File: src/hw/chip_config_cfg.svh
`ifndef CHIP_CONFIG_CFG_SVH
`define CHIP_CONFIG_CFG_SVH
// Contract
// - Configuration bit 15 selects pad drive: 0 partial, 1 full; write-once.
// - Bits 10..8 read-only mode: 110 single-chip, 111 master; others reserved.
// - Bit 6 read/write enables the transfer-size pin function.
// - Bit 5 read/write enables processor status and debug data pin functions.
// - Bit 3 enables bus watchdog for external cycles; write-once.
// - Bits 2..0 pick watchdog timeout 65536 halving to 512 clocks; write-once.
// - Drive bit and mode field reset from the reset configuration outcome.
// - Transfer-size enable resets set in master mode, clear otherwise.
// - Watchdog enable resets set; every other unspecified bit resets clear.
// - Drive bit, watchdog enable and timeout follow the write-once scheme.
// - Reset default register is read-only and defines reset defaults.
// - Defaults are overridden only during reset with the override pin asserted.
// - Write-once bits always readable; later writes ignored outside debug.
// - Debug writes always allowed and leave the bit writable afterwards.
// - User mode accesses have no effect and end with a transfer error.
// - With override pin asserted, data pins sampled in reset set options.

// Word offsets from the peripheral base
`define CC_OFS_CCR 32'h0011_0004
`define CC_OFS_RESET_DEFAULT_CONFIG 32'h0011_0008
`define CC_OFS_RSVD 32'h0011_000c

// Configuration register field positions
`define CC_BIT_LOAD 15
`define CC_BIT_MODE_HI 10
`define CC_BIT_MODE_LO 8
`define CC_BIT_XFER_SIZE_PIN_ENABLE 6
`define CC_BIT_PROC_TRACE_PIN_ENABLE 5
`define CC_BIT_BME 3
`define CC_BIT_BMT_HI 2
`define CC_BIT_BMT_LO 0
`define CC_MODE_SINGLE 3'h6
`define CC_MODE_MASTER 3'h7
`define CC_BME_RESET 1'h1
`define CC_BMT_RESET 3'h0
`define CC_PROC_TRACE_PIN_ENABLE_RESET 1'h0

// Watchdog period for code 000, halved per increment
`define CC_WDOG_BASE_CYC 17'h10000

// Reset default register layout and value
`define CC_RESET_DEFAULT_CONFIG_RESET 16'h00e0
`define CC_RESET_DEFAULT_CONFIG_RCSC_HI 9
`define CC_RESET_DEFAULT_CONFIG_RCSC_LO 8
`define CC_RESET_DEFAULT_CONFIG_PLLSEL 7
`define CC_RESET_DEFAULT_CONFIG_PLLREF 6
`define CC_RESET_DEFAULT_CONFIG_LOAD 5
`define CC_RESET_DEFAULT_CONFIG_BOOTPS_HI 4
`define CC_RESET_DEFAULT_CONFIG_BOOTPS_LO 3
`define CC_RESET_DEFAULT_CONFIG_BOOTSEL 2
`define CC_RESET_DEFAULT_CONFIG_MODE 0

// Override data pin vector index (D26,D25,D24,D21,D19..D16 = 7..0)
`define CC_OVR_MODE 7
`define CC_OVR_LOAD 6
`define CC_OVR_BOOTSEL 5
`define CC_OVR_BOOTPS_HI 4
`define CC_OVR_BOOTPS_LO 3
`define CC_OVR_RCSC_HI 2
`define CC_OVR_RCSC_LO 1
`define CC_OVR_PLLSEL 0
`define CC_OVR_WIDTH 8

`endif

File: src/hw/chip_config_pkg.sv
package chip_config_pkg;

  typedef struct packed {
    logic [1:0] rcsc;
    logic pllsel;
    logic pllref;
    logic load;
    logic [1:0] bootps;
    logic bootsel;
    logic master;
  } rcfg_s;

  typedef struct packed {
    logic req;
    logic write;
    logic supervisor;
    logic [31:0] addr;
    logic [3:0] be;
    logic [31:0] wdata;
  } bus_req_s;

  typedef struct packed {
    logic ack;
    logic terr;
    logic [31:0] rdata;
  } bus_rsp_s;

  typedef struct packed {
    logic full_drive;
    logic [2:0] chip_mode;
    logic xfer_size_pin_enable;
    logic proc_trace_pin_enable;
    logic bus_watchdog_enable;
    logic [2:0] bus_watchdog_timeout;
    logic [16:0] bus_watchdog_cycles;
  } ccr_out_s;

  typedef enum logic [1:0] {
    REG_CCR = 2'b00,
    REG_RESET_DEFAULT_CONFIG = 2'b01,
    REG_RSVD = 2'b10,
    REG_NONE = 2'b11
  } region_e;

endpackage

File: src/hw/rcfg_capture.sv
`timescale 1ns/10ps
`include "chip_config_cfg.svh"

module rcfg_capture #(
  parameter logic [15:0] RESET_DEFAULT_CONFIG_DEFAULT = `CC_RESET_DEFAULT_CONFIG_RESET
) (
  input wire logic clock,
  input wire logic srst,
  input wire logic rcfg_n,
  input wire logic [`CC_OVR_WIDTH-1:0] ovr_pins,
  input wire logic [1:0] clkmod_pins,
  output chip_config_pkg::rcfg_s live_cfg,
  output chip_config_pkg::rcfg_s held_cfg,
  output logic [1:0] held_clkmod,
  output logic held_override
);

  localparam int W = `CC_OVR_WIDTH + 3;

  logic [W-1:0] raw;
  logic [W-1:0] s1_r;
  logic [W-1:0] s2_r;
  logic [W-1:0] s3_r;
  logic [W-1:0] filt_r;
  logic ovr_on;
  logic [`CC_OVR_WIDTH-1:0] ovr;

  assign raw = {rcfg_n, clkmod_pins, ovr_pins};

  // Pins are free-running and must keep sampling while reset is held,
  // so the chain itself has no reset.
  genvar i;
  generate
    for (i = 0; i < W; i++) begin : g_sync
      always_ff @(posedge clock) begin
        s1_r[i] <= raw[i];
        s2_r[i] <= s1_r[i];
        s3_r[i] <= s2_r[i];
        if (s2_r[i] == s3_r[i]) begin
          filt_r[i] <= s3_r[i];
        end
      end
    end
  endgenerate

  assign ovr_on = ~filt_r[W-1];
  assign ovr = filt_r[`CC_OVR_WIDTH-1:0];

  always_comb begin
    if (ovr_on) begin
      live_cfg.rcsc = ovr[`CC_OVR_RCSC_HI:`CC_OVR_RCSC_LO];
      live_cfg.pllsel = ovr[`CC_OVR_PLLSEL];
      live_cfg.pllref = RESET_DEFAULT_CONFIG_DEFAULT[`CC_RESET_DEFAULT_CONFIG_PLLREF];
      live_cfg.load = ovr[`CC_OVR_LOAD];
      live_cfg.bootps = ovr[`CC_OVR_BOOTPS_HI:`CC_OVR_BOOTPS_LO];
      live_cfg.bootsel = ovr[`CC_OVR_BOOTSEL];
      live_cfg.master = ovr[`CC_OVR_MODE];
    end else begin
      live_cfg.rcsc = RESET_DEFAULT_CONFIG_DEFAULT[`CC_RESET_DEFAULT_CONFIG_RCSC_HI:`CC_RESET_DEFAULT_CONFIG_RCSC_LO];
      live_cfg.pllsel = RESET_DEFAULT_CONFIG_DEFAULT[`CC_RESET_DEFAULT_CONFIG_PLLSEL];
      live_cfg.pllref = RESET_DEFAULT_CONFIG_DEFAULT[`CC_RESET_DEFAULT_CONFIG_PLLREF];
      live_cfg.load = RESET_DEFAULT_CONFIG_DEFAULT[`CC_RESET_DEFAULT_CONFIG_LOAD];
      live_cfg.bootps = RESET_DEFAULT_CONFIG_DEFAULT[`CC_RESET_DEFAULT_CONFIG_BOOTPS_HI:`CC_RESET_DEFAULT_CONFIG_BOOTPS_LO];
      live_cfg.bootsel = RESET_DEFAULT_CONFIG_DEFAULT[`CC_RESET_DEFAULT_CONFIG_BOOTSEL];
      live_cfg.master = RESET_DEFAULT_CONFIG_DEFAULT[`CC_RESET_DEFAULT_CONFIG_MODE];
    end
  end

  // Outcome follows the pins only while reset is held, then freezes
  always_ff @(posedge clock) begin
    if (srst) begin
      held_cfg <= live_cfg;
      held_clkmod <= filt_r[W-2:W-3];
      held_override <= ovr_on;
    end
  end

endmodule

File: src/hw/chip_config_register.sv
`timescale 1ns/10ps
`include "chip_config_cfg.svh"

module chip_config_register #(
  parameter logic [15:0] RESET_DEFAULT_CONFIG_DEFAULT = `CC_RESET_DEFAULT_CONFIG_RESET
) (
  input wire logic CLOCK,
  input wire logic SRST,
  input chip_config_pkg::bus_req_s BUS_REQ,
  input wire logic DEBUG_MODE,
  input wire logic RCFG_N,
  input wire logic [`CC_OVR_WIDTH-1:0] RCFG_DATA,
  input wire logic [1:0] CLKMOD,
  output chip_config_pkg::bus_rsp_s BUS_RSP,
  output chip_config_pkg::ccr_out_s CCR_OUT,
  output chip_config_pkg::rcfg_s BOOT_CFG,
  output logic [1:0] CLOCK_MODE,
  output logic OVERRIDE_ACTIVE
);

  localparam int NWO = 3;
  localparam int WO_LOAD = 0;
  localparam int WO_BME = 1;
  localparam int WO_BMT = 2;

  chip_config_pkg::rcfg_s live_cfg;
  chip_config_pkg::rcfg_s held_cfg;
  chip_config_pkg::region_e region;

  logic load_r;
  logic [2:0] mode_r;
  logic xfer_size_pin_enable_r;
  logic proc_trace_pin_enable_r;
  logic bme_r;
  logic [2:0] bmt_r;
  logic [2:0] bmt_nxt;
  logic [16:0] wdog_cyc_r;
  logic [NWO-1:0] lock_r;
  logic [NWO-1:0] wo_lane;
  logic [NWO-1:0] wo_we;

  logic [15:0] ccr_word;
  logic [15:0] ccr_wdata;
  logic lane_hi;
  logic lane_lo;
  logic ccr_wr;
  logic access_ok;

  logic ack_r;
  logic terr_r;
  logic [31:0] rdata_r;
  logic [31:0] rdata_nxt;

  rcfg_capture #(
    .RESET_DEFAULT_CONFIG_DEFAULT(RESET_DEFAULT_CONFIG_DEFAULT)
  ) u_capture (
    .clock(CLOCK),
    .srst(SRST),
    .rcfg_n(RCFG_N),
    .ovr_pins(RCFG_DATA),
    .clkmod_pins(CLKMOD),
    .live_cfg(live_cfg),
    .held_cfg(held_cfg),
    .held_clkmod(CLOCK_MODE),
    .held_override(OVERRIDE_ACTIVE)
  );

  assign BOOT_CFG = held_cfg;

  // Address decode on the word offset; low address bits are ignored, byte enables select lanes
  always_comb begin
    if (BUS_REQ.addr[31:2] == 30'(`CC_OFS_CCR >> 2)) begin
      region = chip_config_pkg::REG_CCR;
    end else if (BUS_REQ.addr[31:2] == 30'(`CC_OFS_RESET_DEFAULT_CONFIG >> 2)) begin
      region = chip_config_pkg::REG_RESET_DEFAULT_CONFIG;
    end else if (BUS_REQ.addr[31:2] == 30'(`CC_OFS_RSVD >> 2)) begin
      region = chip_config_pkg::REG_RSVD;
    end else begin
      region = chip_config_pkg::REG_NONE;
    end
  end

  // Supervisor only; unmapped and user accesses change nothing
  assign access_ok = BUS_REQ.supervisor &&
                     (region != chip_config_pkg::REG_NONE);

  // The register sits in the upper half of its word
  assign ccr_wdata = BUS_REQ.wdata[31:16];
  assign lane_hi = BUS_REQ.be[3];
  assign lane_lo = BUS_REQ.be[2];
  assign ccr_wr = BUS_REQ.req && BUS_REQ.write && access_ok &&
                  (region == chip_config_pkg::REG_CCR);

  assign wo_lane[WO_LOAD] = lane_hi;
  assign wo_lane[WO_BME] = lane_lo;
  assign wo_lane[WO_BMT] = lane_lo;

  // A write in debug mode never arms the lock, so the field stays
  // writable once debug is left.
  genvar i;
  generate
    for (i = 0; i < NWO; i++) begin : g_once
      assign wo_we[i] = ccr_wr && wo_lane[i] &&
                        (!lock_r[i] || DEBUG_MODE);
      always_ff @(posedge CLOCK) begin
        if (SRST) begin
          lock_r[i] <= 1'b0;
        end else if (wo_we[i] && !DEBUG_MODE) begin
          lock_r[i] <= 1'b1;
        end
      end
    end
  endgenerate

  always_ff @(posedge CLOCK) begin
    if (SRST) begin
      load_r <= live_cfg.load;
    end else if (wo_we[WO_LOAD]) begin
      load_r <= ccr_wdata[`CC_BIT_LOAD];
    end
  end

  // Mode is fixed at reset and never written afterwards
  always_ff @(posedge CLOCK) begin
    if (SRST) begin
      mode_r <= live_cfg.master ? `CC_MODE_MASTER
                                : `CC_MODE_SINGLE;
    end
  end

  always_ff @(posedge CLOCK) begin
    if (SRST) begin
      xfer_size_pin_enable_r <= live_cfg.master;
    end else if (ccr_wr && lane_lo) begin
      xfer_size_pin_enable_r <= ccr_wdata[`CC_BIT_XFER_SIZE_PIN_ENABLE];
    end
  end

  always_ff @(posedge CLOCK) begin
    if (SRST) begin
      proc_trace_pin_enable_r <= `CC_PROC_TRACE_PIN_ENABLE_RESET;
    end else if (ccr_wr && lane_lo) begin
      proc_trace_pin_enable_r <= ccr_wdata[`CC_BIT_PROC_TRACE_PIN_ENABLE];
    end
  end

  always_ff @(posedge CLOCK) begin
    if (SRST) begin
      bme_r <= `CC_BME_RESET;
    end else if (wo_we[WO_BME]) begin
      bme_r <= ccr_wdata[`CC_BIT_BME];
    end
  end

  always_comb begin
    if (SRST) begin
      bmt_nxt = `CC_BMT_RESET;
    end else if (wo_we[WO_BMT]) begin
      bmt_nxt = ccr_wdata[`CC_BIT_BMT_HI:`CC_BIT_BMT_LO];
    end else begin
      bmt_nxt = bmt_r;
    end
  end

  // Period is precomputed so the watchdog sees a flopped count
  always_ff @(posedge CLOCK) begin
    bmt_r <= bmt_nxt;
    wdog_cyc_r <= `CC_WDOG_BASE_CYC >> bmt_nxt;
  end

  // Reserved positions read as zero whatever was written
  always_comb begin
    ccr_word = 16'h0000;
    ccr_word[`CC_BIT_LOAD] = load_r;
    ccr_word[`CC_BIT_MODE_HI:`CC_BIT_MODE_LO] = mode_r;
    ccr_word[`CC_BIT_XFER_SIZE_PIN_ENABLE] = xfer_size_pin_enable_r;
    ccr_word[`CC_BIT_PROC_TRACE_PIN_ENABLE] = proc_trace_pin_enable_r;
    ccr_word[`CC_BIT_BME] = bme_r;
    ccr_word[`CC_BIT_BMT_HI:`CC_BIT_BMT_LO] = bmt_r;
  end

  // Lower halves belong to other modules and read as zero here
  always_comb begin
    unique case (region)
      chip_config_pkg::REG_CCR: rdata_nxt = {ccr_word, 16'h0000};
      chip_config_pkg::REG_RESET_DEFAULT_CONFIG: rdata_nxt = {RESET_DEFAULT_CONFIG_DEFAULT,
                                              16'h0000};
      chip_config_pkg::REG_RSVD: rdata_nxt = 32'h0000_0000;
      chip_config_pkg::REG_NONE: rdata_nxt = 32'h0000_0000;
    endcase
  end

  always_ff @(posedge CLOCK) begin
    if (SRST) begin
      ack_r <= 1'b0;
      terr_r <= 1'b0;
    end else begin
      ack_r <= BUS_REQ.req && access_ok;
      terr_r <= BUS_REQ.req && !access_ok;
    end
  end

  always_ff @(posedge CLOCK) begin
    if (SRST) begin
      rdata_r <= 32'h0000_0000;
    end else if (BUS_REQ.req) begin
      if (access_ok && !BUS_REQ.write) begin
        rdata_r <= rdata_nxt;
      end else begin
        rdata_r <= 32'h0000_0000;
      end
    end
  end

  assign BUS_RSP.ack = ack_r;
  assign BUS_RSP.terr = terr_r;
  assign BUS_RSP.rdata = rdata_r;

  // Continuous configuration to pad, pin mux and watchdog logic
  always_comb begin
    CCR_OUT.full_drive = load_r;
    CCR_OUT.chip_mode = mode_r;
    CCR_OUT.xfer_size_pin_enable = xfer_size_pin_enable_r;
    CCR_OUT.proc_trace_pin_enable = proc_trace_pin_enable_r;
    CCR_OUT.bus_watchdog_enable = bme_r;
    CCR_OUT.bus_watchdog_timeout = bmt_r;
    CCR_OUT.bus_watchdog_cycles = wdog_cyc_r;
  end

endmodule

File: config.mk
export PLATFORM = sky130hd
export DESIGN_NAME = chip_config_register
export DESIGN_NICKNAME = d
export VERILOG_FILES = /design/src/hw/chip_config_pkg.sv /design/src/hw/rcfg_capture.sv /design/src/hw/chip_config_register.sv
export VERILOG_INCLUDE_DIRS = /design/src /design/src/hw
export SDC_FILE = /design/constraint.sdc
export NUM_CORES = 1
export LEC_CHECK = 0
export BUFFER_PORTS_ARGS = -buffer_cell sky130_fd_sc_hd__buf_4
export CAP_MARGIN = 20
export CORE_MARGIN = 3
export CORE_UTILIZATION = 42
export CTS_CLUSTER_SIZE = 12
export DETAILED_ROUTE_END_ITERATION = 8
export PLACE_DENSITY = 0.76
export SLEW_MARGIN = 20
export SYNTH_ARGS = -nofsm -noshare
export SYNTH_HDL_FRONTEND = slang
export SYNTH_SLANG_ARGS = --single-unit
File: constraint.sdc
create_clock -name CLOCK -period 1.4 [get_ports CLOCK]
set_input_delay 0.14 -clock CLOCK [delete_from_list [all_inputs] [get_ports CLOCK]]
set_output_delay 0.14 -clock CLOCK [all_outputs]
set_load 0.005 [all_outputs]
# ---- Word level (Yosys, flattened, before mapping)
# Index checks and enable logic that the tools add are counted.
dict set report totals {
  register_bits 120
  in_bits 85
  output_inout_bits 73
  elab_cells 127
}
dict set report op_classes {
  eq_ne 18
  shift 1
  mux 13
  n_bitwise 1
  reduce_logical 28
}
# op n
set op_table {}
lappend op_table {{$pmux 32 s3} 1}
lappend op_table {{$eq 30x19->1 const B} 3}
lappend op_table {{$mux 32} 1}
lappend op_table {{$shr 17x3->17 const A} 1}
lappend op_table {{$logic_and 1x1->1} 15}
lappend op_table {{$eq 1x1->1} 11}
lappend op_table {{$logic_not 1->1} 6}
lappend op_table {{$mux 1} 6}
lappend op_table {{$mux 3} 2}
lappend op_table {{$mux 5} 1}
lappend op_table {{$eq 2x2->1 const B} 2}
lappend op_table {{$mux 2} 2}
lappend op_table {{$reduce_bool 2->1} 2}
lappend op_table {{$logic_or 1x1->1} 3}
lappend op_table {{$eq 2x1->1 const B} 1}
lappend op_table {{$logic_not 2->1} 1}
lappend op_table {{$ne 2x2->1 const B} 1}
lappend op_table {{$reduce_or 2->1} 1}
lappend op_table {{$not 1->1} 1}

# ---- Longest topological paths before layout
# Gate-level depths: netlist (run 1).
dict set report depth {
  word_depth 13
  mapped_depth 6
  mapped_depth_nobuf 4
}

# ---- Cells and area by module
# From an unflattened synthesis (run 1), not the netlist that was laid out.
dict set report unflattened {
  cells_unflattened 276
  area_unflattened_um2 3299.4
}
# mod n_inst cells_per_inst area_per_inst_um2 seq_area_each_um2
set modules_own_cells {}
lappend modules_own_cells {chip_config_register 1 198 1809.2 650.6}
lappend modules_own_cells {rcfg_capture 1 78 1490.2 1321.3}

# ---- Worst setup path after synthesis (run 1)
# OpenSTA, ideal clock, no wires.
dict set report synth_path {
  kind {input to register}
  from {in BUS_REQ[46] in the netlist's numbering}
  to {reg xfer_size_pin_enable_r (enable)}
  setup_time_ps 293
  t_arrival_ps 1240
  required_time_ps 1107
  path_slack_ps -133
  stages 4
  path_buffers 0
  path_cell_list {nor4_1 nand2_1 or4_4 nand2b_1}
}
dict set report synth_via {
  elab_chain_len 10
  elab_cells_between_ends 13
  classes_between {eq/ne (4); mux (3); reduce/logical (6)}
}
# element line
set synth_lines {}
lappend synth_lines {{from (decl)} chip_config_register.sv:9} ;# input chip_config_pkg::bus_req_s BUS_REQ,
lappend synth_lines {{$eq 30x19->1} chip_config_register.sv:76} ;# end else if (BUS_REQ.addr[31:2] == 30'(`CC_OFS_RSVD >> 2)) begin
lappend synth_lines {{$mux 1} chip_config_register.sv:76}
lappend synth_lines {{$mux 2} chip_config_register.sv:74} ;# end else if (BUS_REQ.addr[31:2] == 30'(`CC_OFS_RESET_DEFAULT_CONFIG >> 2)) begin
lappend synth_lines {{$mux 2 (*)} chip_config_register.sv:72} ;# if (BUS_REQ.addr[31:2] == 30'(`CC_OFS_CCR >> 2)) begin
lappend synth_lines {{$ne 2x2->1} chip_config_register.sv:85} ;# (region != chip_config_pkg::REG_NONE);
lappend synth_lines {{$logic_and 1x1->1} chip_config_register.sv:84} ;# assign access_ok = BUS_REQ.supervisor &&
lappend synth_lines {{$logic_and 1x1->1} chip_config_register.sv:91} ;# assign ccr_wr = BUS_REQ.req && BUS_REQ.write && access_ok &&
lappend synth_lines {{$logic_and 1x1->1 (*)} chip_config_register.sv:91}
lappend synth_lines {{$logic_and 1x1->1 (*)} chip_config_register.sv:134} ;# end else if (ccr_wr && lane_lo) begin
lappend synth_lines {{$reduce_bool 2->1 (no source line) (*)} --}
lappend synth_lines {{to (signal assigned)} chip_config_register.sv:133} ;# xfer_size_pin_enable_r <= live_cfg.master;
lappend synth_lines {{to (signal assigned)} chip_config_register.sv:135} ;# xfer_size_pin_enable_r <= ccr_wdata[`CC_BIT_XFER_SIZE_PIN_ENABLE];
lappend synth_lines {{to (decl)} chip_config_register.sv:32} ;# logic xfer_size_pin_enable_r;
# Every way passes the cells marked *; elsewhere a longest branch is shown, timed or not.
# A chain may end at the register's enable or synchronous reset.

# ---- Worst setup path in the final report (run 1)
dict set report layout_path {
  from {in BUS_REQ[60] in the netlist's numbering}
  to {reg xfer_size_pin_enable_r (enable)}
}
# Same word-level chain as after synthesis.

==> summary.md, run 1 <==
The run gives 31 as the count of standard-cell rows. The initial antenna violation count came out at 0. The wire-length estimate of the detail-placed layout is 4828 um. After the last flow step, the layout net total stands at 492. The number of distinct standard cells referenced by the synthesized netlist is 38. The worst setup path is launched from an input pin.

For this design the static power due to leakage is 1.883 nW. The tools report the cell chosen for the clock root as clkbuf_8. Y dimension of the die: 95.20 um.

Power density over the cells: 1065 nW/um2. The routed layout has 2,341 vias. The logs give 4114 um2 for the post-detailed-placement cell area and 4 for the first-pass iteration count of the detailed router. For the required time of the critical path, the log shows 1460 ps. For hold timing, the worst endpoint is bme_r. Counting cells, the worst reg-to-reg path comes to 6.

Of the cells placed in the final design, the portion with a size suffix greater than 1 is 36.65%. The logs give 7486 um2 for the placeable core area and 6.699 ps for the post-route clock skew. The number of antenna diodes in the final layout is 0. The setup check on the worst reg-to-reg path leaves a slack of 80 ps. The cell area that synthesis handed to floorplanning was 3342 um2. For the max-cap violation count, the log shows 0. Type of the most critical hold path: input pin to flop. Entering global routing, the biggest net connects 32 pins.

The area growth from synthesis to layout was 35.53%. The overall routed net length is 6499 um, and the buffer levels on the longest clock path is 2. Setup violations remaining at the end of the flow were counted as 0. The flow ran to the end, and the final reports show no timing, DRC or antenna violations. TritonCTS built the clock tree. For the arrival time at the worst endpoint, the log shows 1420 ps. The worst register-to-register path ends at wdog_cyc_r[15]. The total I/O pin count came out at 158. The initial utilization of the core area, before any placement, comes to 44.64%. The share of the cycle needed by the critical path after routing works out to 96.64%. Total power: 4.825 mW. Setup repair after global routing could not meet its margin everywhere. The critical path is of the input pin to flop type.

The count of nets left with antenna violations once routing finished came out at 0. Buffers inserted during clock tree synthesis total 9. The clock drives 85 sinks. Clock-pin slew was measured on the worst setup and hold paths at 80 ps. The logs give 9063 um2 for the area enclosed by the die boundary and 0 for the DRC violation count after routing. For the worst-skew pair later-pin latency, the log shows 340 ps. The run gives 47 as the number of design-rule violations left by the first detailed-router iteration.

The most common library cell in the layout ignoring fill and taps was buf_4. The worst-case IR drop observed on VDD is 0.9584 mV. For this run the aggregate overflow at the end of global routing stands at 0. The synthesis-stage register bit count is 85.

In the layout the commonest cells are buf_4 (111), dfxtp_1 (60), conb_1 (33), edfxtp_1 (24), nand2b_1 (23). The critical path capture point type is a flop. The number of flops mapped to enable cells by yosys is 24. The worst hold path passes through 3 cells. H-tree depth: 3. The routed length per instance is 12.72 um.

The tools report the highest attainable clock frequency as 0.7391 GHz. Top flip-flop cell by instance count after synthesis: dfxtp_1. The horizontal die dimension came out at 95.20 um. The average instance area after synthesis is 11.56 um2, and the time the worst path needs with I/O delays and setup is 1353 ps.

The tools report the via count of the first global-routing pass as 2,159. Summing all non-filler instances in the final layout gives an area of 4529 um2. The number of hold violations in the final report was 0. The worst register-to-register path begins at lock_r[2].

Start point of the worst min-delay path: BUS_REQ[19]. The largest driver fanout on the critical path came out at 4. The run gives 289 as the synthesized netlist cell count.

Port buffering added 95 buffers. The last weighted congestion value of the routability-driven placer was 0.7936; the async set-or-reset flop fraction in the synthesized netlist was 0%. The warning count from the yosys run is 0, and the mean number of vias per cell is 4.581. In the global route stage, overall resource usage came out at 14.07%. The logs give 0 for the number of slew-limit violations in the final report and 9708 um for the wire length of the first global-routing pass.

The share of the Yosys chip area taken by registers is 58.11%.
-- worst max-delay path, stage by stage --
cell	delay, ps
buf_4	120
nor4_4	300
o211ai_2	180
or4_4	580
nand2b_1	100
-- cell usage after synthesis (3+ instances only) --
cell       n  area, um2
nand2_1   12      45.04
clkbuf_1   7      26.28
a21oi_1   12      60.06
nand2b_1  24      150.1
nand3b_1   3      22.52
nand4_1   11      68.82
buf_4     42      315.3
nand3_1    6      30.03
nor4_1     3      18.77
edfxtp_1  24      720.7
nor2_1    10      37.54
dfxtp_1   61       1221
mux2_2     3      33.78
nor2b_1   13      81.33
xnor2_1   11      96.34
nor3b_1    7      52.55
mux2i_1   11      110.1
-- metrics by stage --
| step | TNS [ps] | worst slack (ps) | instances | hold slack, ps | util [%] |
|---|---|---|---|---|---|
| after floorplan | -102.7 | -102.7 | 320 | 167.7 | - |
| after global placement | -4340 | -306.0 | 481 | 244.6 | 54.96 |
| after detailed placement | -4643 | -306.7 | 481 | 245.4 | 54.96 |
| after CTS | 0 | 43.91 | 509 | 42.75 | 59.38 |
| after global routing | -1.687 | -1.687 | 511 | 62.09 | 60.50 |
| final | 0 | 47.01 | 511 | 62.67 | 60.50 |
-- cell families (layout without fill, tap and decap cells) --
kind of cell	count (synthesis)	count (layout)	share of synthesized area (%)
buf+inv	51	143	10.48
other cells	2	33	0.2247
flops	85	85	58.11
compound gates	20	20	3.894
simple gates	106	106	20.10
mux	14	14	4.306
xor+xnor	11	11	2.883
-- registers in the layout, indices dropped and copies added, names as in the netlist, 2 cells and up --
signal	count
wdog_cyc_r	8
u_capture.filt_r	11
bmt_r	3
u_capture.held_cfg	8
rdata_r	10
u_capture.held_clkmod	2
u_capture.s1_r	11
u_capture.s2_r	11
u_capture.s3_r	11
lock_r	3
-- final cells by class --
type	count	area, um2
clock buffer	11	162.7
clock inverter	5	48.80
fill	615	2957
inverter	1	3.754
multi-input combinational	184	1229
sequential	85	1943
tap	99	123.9
timing repair buffer	126	1018
-- power breakdown --
group | total (mW) | switching [mW] | internal, mW
clock | 1.75 | 0.907 | 0.839
sequential | 2.68 | 0.0400 | 2.64
combinational | 0.396 | 0.162 | 0.235
-- how the worst max path moves through the flow --
stage | end | slack, ps | startpoint
global placement | bmt_r[1] | -310 | BUS_REQ[59]
CTS | bmt_r[1] | 40 | lock_r[2]
global route | xfer_size_pin_enable_r | -2 | BUS_REQ[58]
detailed placement | xfer_size_pin_enable_r | -310 | BUS_REQ[60]
finish | xfer_size_pin_enable_r | 50 | BUS_REQ[60]
floorplan | xfer_size_pin_enable_r | -100 | BUS_REQ[60]
-- timing repair --
| item | CTS | global route |
|---|---|---|
| setup endpoints to repair | 0 | 9 |
| hold buffers | 12 | 0 |
| endpoints found under the hold margin | 13 | 0 |
| buffers inserted | 0 | 1 |
| resized for setup | 0 | 10 |
-- per-layer routing --
metal | GRT usage (%) | up-vias | share of wire (%)
met2 | 25.48 | 87 | 54
met4 | 6.611 | 0 | 1.0
li1 | - | 1165 | -
met3 | 4.341 | 8 | 6.9
met5 | 0 | - | 0
met1 | 14.73 | 1081 | 38
No activity file was read; power rests on OpenSTA's default activity.
==> inputs of run 2 (changes only) <==
- MAX_ROUTING_LAYER: not set -> met4
==> run 2 against run 1 <==
  * Sequential share of layout area is the same
  * Power is 0.16% lower
  * Critical path depth is the same
  * Hold slack about the same
  * First-iteration DRC count shrank 6.4%
  * Critical endpoint unchanged
==> summary.md, run 2 (synthesized netlist as in run 1, its figures left out) <==
The flow ran to the end, and the final reports show no timing, DRC or antenna violations. At the later pin of the worst-skew pair, clock insertion delay measures 340 ps. The final layout contains routed wiring with a total length of 6476 um. In the final routed layout, each cell accounts on average for 12.67 um.

The top cell types in the final layout, fill and taps aside, are buf_4 (111), dfxtp_1 (60), conb_1 (33), edfxtp_1 (24), nand2b_1 (23). Critical register-to-register path startpoint: lock_r[2]. The wire length of the first global-routing pass was 9722 um; the leakage power total was 1.883 nW. The horizontal die dimension was 95.20 um. The post-CTS clock slew at the launch and capture registers of the worst setup and hold paths was 90 ps; the total I/O pin count was 158. The fraction of final layout cells sized beyond drive strength 1 is 36.65%.

On the critical path, the stage with the largest delay is an instance of or4_4. The share of the cycle needed by the critical path after routing was 96.73%. The floorplan has 31 rows. Counting tap cells, the placed design contains a total of 481 instances. Depth of the most critical reg-to-reg path: 5. Setup repair after global routing could not meet its margin everywhere.

For the H-tree depth, the log shows 3. The critical path capture point type is a flop. In this run the worst path has a maximum fanout of 4. The initial antenna violation count is 0. The buffer levels on the longest clock path is 2. The critical path is of the input pin to flop type. Grouping stages by cell kind, the critical path spends the most delay in simple AND/OR/NAND/NOR gates. For the internal reg-to-reg setup slack, the log shows 80 ps.

The cell chosen for the clock root was clkbuf_8. Summing all multi-input logic gate instances after layout gives 1229 um2. For the via count of the first global-routing pass, the log shows 2,145.

Clock tree synthesis found a total of 85 sinks. The total area of sequential cells is 1943 um2. Across the VDD grid, the largest voltage drop is 0.9527 mV. Dividing total power by cell area gives a power density of 1064 nW/um2.

The count of buffers added on input and output ports is 95. 0 antenna diodes ended up in the layout. The pre-antenna-repair detailed-routing pass consisted of 5 iterations. Setup slack on the critical path of the routed design comes to 45.84 ps. Once detail routing completed, the nets flagged for antenna violations numbered 0.

The run gives -306.7 ps as the pre-CTS setup slack. Data on the critical path is required at its endpoint by 1460 ps. The endpoint identified for the worst register-to-register timing path is bmt_r[1]. The number of fill cells came out at 615. The worst-case hold path end point was bme_r.

Relative to the synthesized area, the layout overhead comes to 35.53%. For the total power, the log shows 4.818 mW. The time the worst path needs with I/O delays and setup works out to 1354 ps.

Global routing consumed, over all layers together, 14.49% of the routing resources. Across the run, the number of max-cap violations was 0. For the placeable core area, the log shows 7486 um2. The number of slew-limit violations in the final report was 0; the largest stage delay on the critical path was 580 ps. The number of hold violations in the final report was 0. Setup violations remaining at the end of the flow were counted as 0. Detailed placement ended at an HPWL of 4828 um. TritonCTS built the clock tree.

The kind of start point of the critical path is an input pin. Global routing finished with a remaining overflow of 0. Number of design-rule violations left by the first detailed-router iteration: 44. Summing over every cut layer, the via total after detailed routing is 2,345. The fraction of the core area covered by cells at the end of the flow is 60.50%. In this run the worst hold path is classified as input pin to flop.

The signal on the critical path passes through buf_4, nor4_4, o211ai_2, or4_4, nand2b_1. The cell depth of the worst hold path was 3. The filler-free cell count of the finished design is 511, and the initial core utilization is 44.64%. The library cell used most frequently in the layout, excluding fill and tap cells, is buf_4. The post-route clock skew is 7.282 ps, and the last weighted congestion value of the routability-driven placer is 0.8049. The number of stages on the worst setup path is 5.

The DRC violation count after routing is 0. The startpoint identified for the worst hold timing path is BUS_REQ[19]. The arrival time at the worst endpoint was 1420 ps; the largest net degree at the start of global routing was 32. The number of buffers and inverters on the critical path was 1. The area enclosed by the die boundary is 9063 um2. The final-stage net count is 492, and the y dimension of the die is 95.20 um. The highest attainable clock frequency was 0.7385 GHz; the number of buffers created by CTS was 9. Dividing the detail-routed via count by the number of cells gives 4.589.
## run 2: power by group
group,total [mW],leakage (nW),internal (mW),switching [mW]
Clock,1.74,0.109,0.839,0.900
Sequential,2.68,0.740,2.64,0.0400
Combinational,0.396,1.03,0.235,0.161
Total,4.82,1.88,3.72,1.10
## run 2: worst max-delay path by stage
stage / slack (ps) / start / endpoint
global route: 2 / BUS_REQ[58] / xfer_size_pin_enable_r
global placement: -310 / BUS_REQ[59] / bmt_r[1]
detailed placement: -310 / BUS_REQ[60] / xfer_size_pin_enable_r
floorplan: -100 / BUS_REQ[60] / xfer_size_pin_enable_r
finish: 50 / BUS_REQ[60] / xfer_size_pin_enable_r
CTS: 40 / lock_r[2] / bmt_r[1]
## run 2: repair_timing
| item | in CTS | in global routing |
|---|---|---|
| gates resized for setup | 0 | 10 |
| hold endpoints to repair | 13 | 0 |
| buffers inserted | 0 | 1 |
| hold buffers | 12 | 0 |
| endpoints found under the setup margin | 0 | 9 |
## run 2: final cells by class
cell class / count / share of cell area, %
inverter: 1 / 0.08287
clock buffer: 11 / 3.591
multi-input combinational: 184 / 27.13
clock inverter: 5 / 1.077
sequential: 85 / 42.90
tap: 99 / 2.735
timing repair buffer: 126 / 22.49
## run 2: tightest hold or removal path, cell delays in order
cell and delay [ps]:
buf_4 80, nor2_1 30, mux2i_1 110
## run 2: metrics by stage
stage,instance area (um2),TNS (ps),hold WS [ps]
global route,4529,0,59.96
global placement,4114,-4340,244.6
detailed placement,4114,-4643,245.4
floorplan,3471,-102.7,167.7
finish,4529,0,62.84
CTS,4446,0,42.75
## run 2: metal layers
layer,up-vias,GRT usage [%],wire length [um]
li1,1163,-,-
met1,1072,14.83,2393
met2,101,25.48,3504
met3,9,4.262,497
met4,0,6.611,80
met5,-,-,0
==> inputs of run 3 (changes only) <==
- RECOVER_POWER: not set -> 100
==> run 3 against run 2 <==
  * Via count up 0.17%
  * Die area unchanged
  * Global-route usage unchanged
  * Final cell count unchanged
  * Sequential cell count unchanged
  * Critical endpoint unchanged
==> summary.md, run 3 (synthesized netlist as in run 1, its figures left out) <==
Setup repair after global routing could not meet its margin everywhere. Data on the critical path arrives at its endpoint at 1420 ps. The tools report the start point of the worst min-delay path as BUS_REQ[19].

The power density over the cells came out at 1067 nW/um2. For the first-pass iteration count of the detailed router, the log shows 4. The total vias in the final route was 2,349.

The tree is rooted in a clkbuf_8. Static timing analysis puts the maximum clock frequency at 0.7394 GHz. The tools report the internal reg-to-reg setup slack as 80 ps. 0 antenna diodes ended up in the layout.

The path class of the tightest hold or removal check is input pin to flop. The number of port buffers was 95. TritonCTS built the clock tree.

Buffer levels on the longest clock path: 2. Across all hold checks on the routed design, the worst slack comes to 62.72 ps. In the routed layout, each cell is associated on average with a via count of 4.597. Excluding fillers, the count of instances in the completed layout stands at 511. The fraction of final layout cells sized beyond drive strength 1 came out at 35.19%. The flow ran to the end, and the final reports show no timing, DRC or antenna violations. Counting every sink on the clock net gives 85.

For the number of design-rule violations left by the first detailed-router iteration, the log shows 46. The detail route stage leaves a number of antenna-violating nets equal to 0. The portion of total power attributed to sequential cells was 55.8%.

The logs give 9063 um2 for the area enclosed by the die boundary and 14.49% for the all-layer global routing usage. The combinational share of power was 8.0%; the DRC violation count after routing was 0. The worst setup path is launched from an input pin. The design draws 4.807 mW.

The required time of the critical path came out at 1460 ps. The depth of the most critical reg-to-reg path was 5. The routed length per instance works out to 12.62 um. The power dissipated by switching net loads was 1.101 mW. The classification of the worst setup path is input pin to flop. For the total setup violations reported at the end of the flow, the log shows 0. The die is 95.20 um tall.

In this run the worst setup path terminates at xfer_size_pin_enable_r. The logs give 2,145 for the via count of the first global-routing pass and 4114 um2 for the post-detailed-placement cell area. The tool flagged a number of max-cap violations equal to 0. The initial antenna violation count is 0, and the final instance area is 4507 um2.

The run gives 0 as the total global routing overflow. During I/O placement, the number of pins put on the boundary was 158. The logs give 31 for the count of standard-cell rows and 32 for the largest net degree at the start of global routing. The cell internal power dissipation came out at 3.706 mW. Leaving out fill and tap cells, the most frequent cell in the layout is dfxtp_1.

CTS built an H-tree with a depth of 3. Counting the fill cells in the layout gives 624. Between clock sinks in the finished design, the worst skew comes to 7.624 ps. In this run the worst path has a maximum fanout of 4. For the number of slew-limit violations in the final report, the log shows 0. The placeable core area is 7486 um2, and the half-perimeter wire length after placement is 4828 um. The worst-case IR drop observed on VDD is 0.9502 mV.

The number of hold violations in the final report came out at 0. In the layout the commonest cells are dfxtp_1 (60), buf_4 (58), clkbuf_4 (47), conb_1 (33), edfxtp_1 (24). For the finished layout, the period the worst path requires is 1352 ps. Clock tree synthesis inserted a total of 9 buffers. From left edge to right edge, the die measures 95.20 um.

Per report_power, the clock group accounts for 36.2% of the total. The post-CTS clock slew at the launch and capture registers of the worst setup and hold paths was 90 ps; the worst-skew pair later-pin latency was 340 ps. The start point of the critical path was BUS_REQ[60]. The share of the cycle needed by the critical path after routing is 96.61%, and the leakage power total is 1.843 nW. In this run switching power makes up 22.90% of total power. The first global-routing pass estimated 9722 um of wire. The final-stage net count was 492; the last weighted congestion value of the routability-driven placer was 0.8049. The run gives 481 as the cell total after placement.

The initial core utilization is 44.64%, and the overall routed net length is 6447 um. The area growth from synthesis to layout is 34.86%. In this run the critical register-to-register path is launched from lock_r[2].

The critical path capture point type is a flop. The endpoint identified for the worst register-to-register timing path is bmt_r[1].
==> run 3: changes by cell type in the layout (fill, tap and decap cells not counted), sizes merged <==
cell	before	now
buf	113	60
clkbuf	12	65
==> run 3: worst min-delay path by stage <==
| stage | depth (start not counted) | endpoint |
|---|---|---|
| global route | 3 | proc_trace_pin_enable_r |
| global placement | 1 | u_capture.s1_r[0] |
| floorplan | 0 | u_capture.s1_r[0] |
| detailed placement | 1 | u_capture.s1_r[0] |
| finish | 3 | bme_r |
| CTS | 3 | bme_r |
==> run 3: layout make-up <==
type | instances | area (um2) | share of cell area [%]
Sequential cell | 85 | 1943 | 43.11
Multi-Input combinational cell | 184 | 1229 | 27.26
Timing Repair Buffer | 126 | 996.0 | 22.10
Clock buffer | 11 | 162.7 | 3.609
Tap cell | 99 | 123.9 | 2.748
Clock inverter | 5 | 48.80 | 1.083
Inverter | 1 | 3.754 | 0.08329
==> run 3: power by group through the flow <==
stage | Combinational, mW | Clock, mW | Sequential [mW]
6_report | 0.385 | 1.74 | 2.68
5_1_grt | 0.426 | 1.90 | 2.70
4_1_cts | 0.392 | 1.80 | 2.68
3_5_place_dp | 0.365 | 0 | 2.74
3_3_place_gp | 0.356 | 0 | 2.74
2_1_floorplan | 0.213 | 0 | 2.74
==> run 3: through the flow <==
step | setup slack, ps | utilization (%) | setup TNS, ps
6_report | 47.52 | 60.20 | 0
5_1_grt | 2.215 | 60.20 | 0
4_1_cts | 43.91 | 59.38 | 0
3_5_place_dp | -306.7 | 54.96 | -4643
3_3_place_gp | -306.0 | 54.96 | -4340
2_1_floorplan | -102.7 | - | -102.7
==> run 3: worst max-delay path, cell delays in order <==
cell,delay [ps]
buf_4,120
nor4_4,300
o211ai_2,180
or4_4,580
nand2b_1,100
==> run 3: routing by layer <==
layer  track usage (%)  wire length, um  vias up
met2             25.48             3463      101
li1                  -                -     1165
met4             6.611               87        0
met5                 -                0        -
met3             4.262              435       10
met1             14.83             2461     1073
==> run 3: timing repair <==
action,CTS,global route
hold buffers,12,0
buffers inserted,0,1
hold endpoints to repair,13,0
setup endpoints to repair,0,9
gates resized for setup,0,10
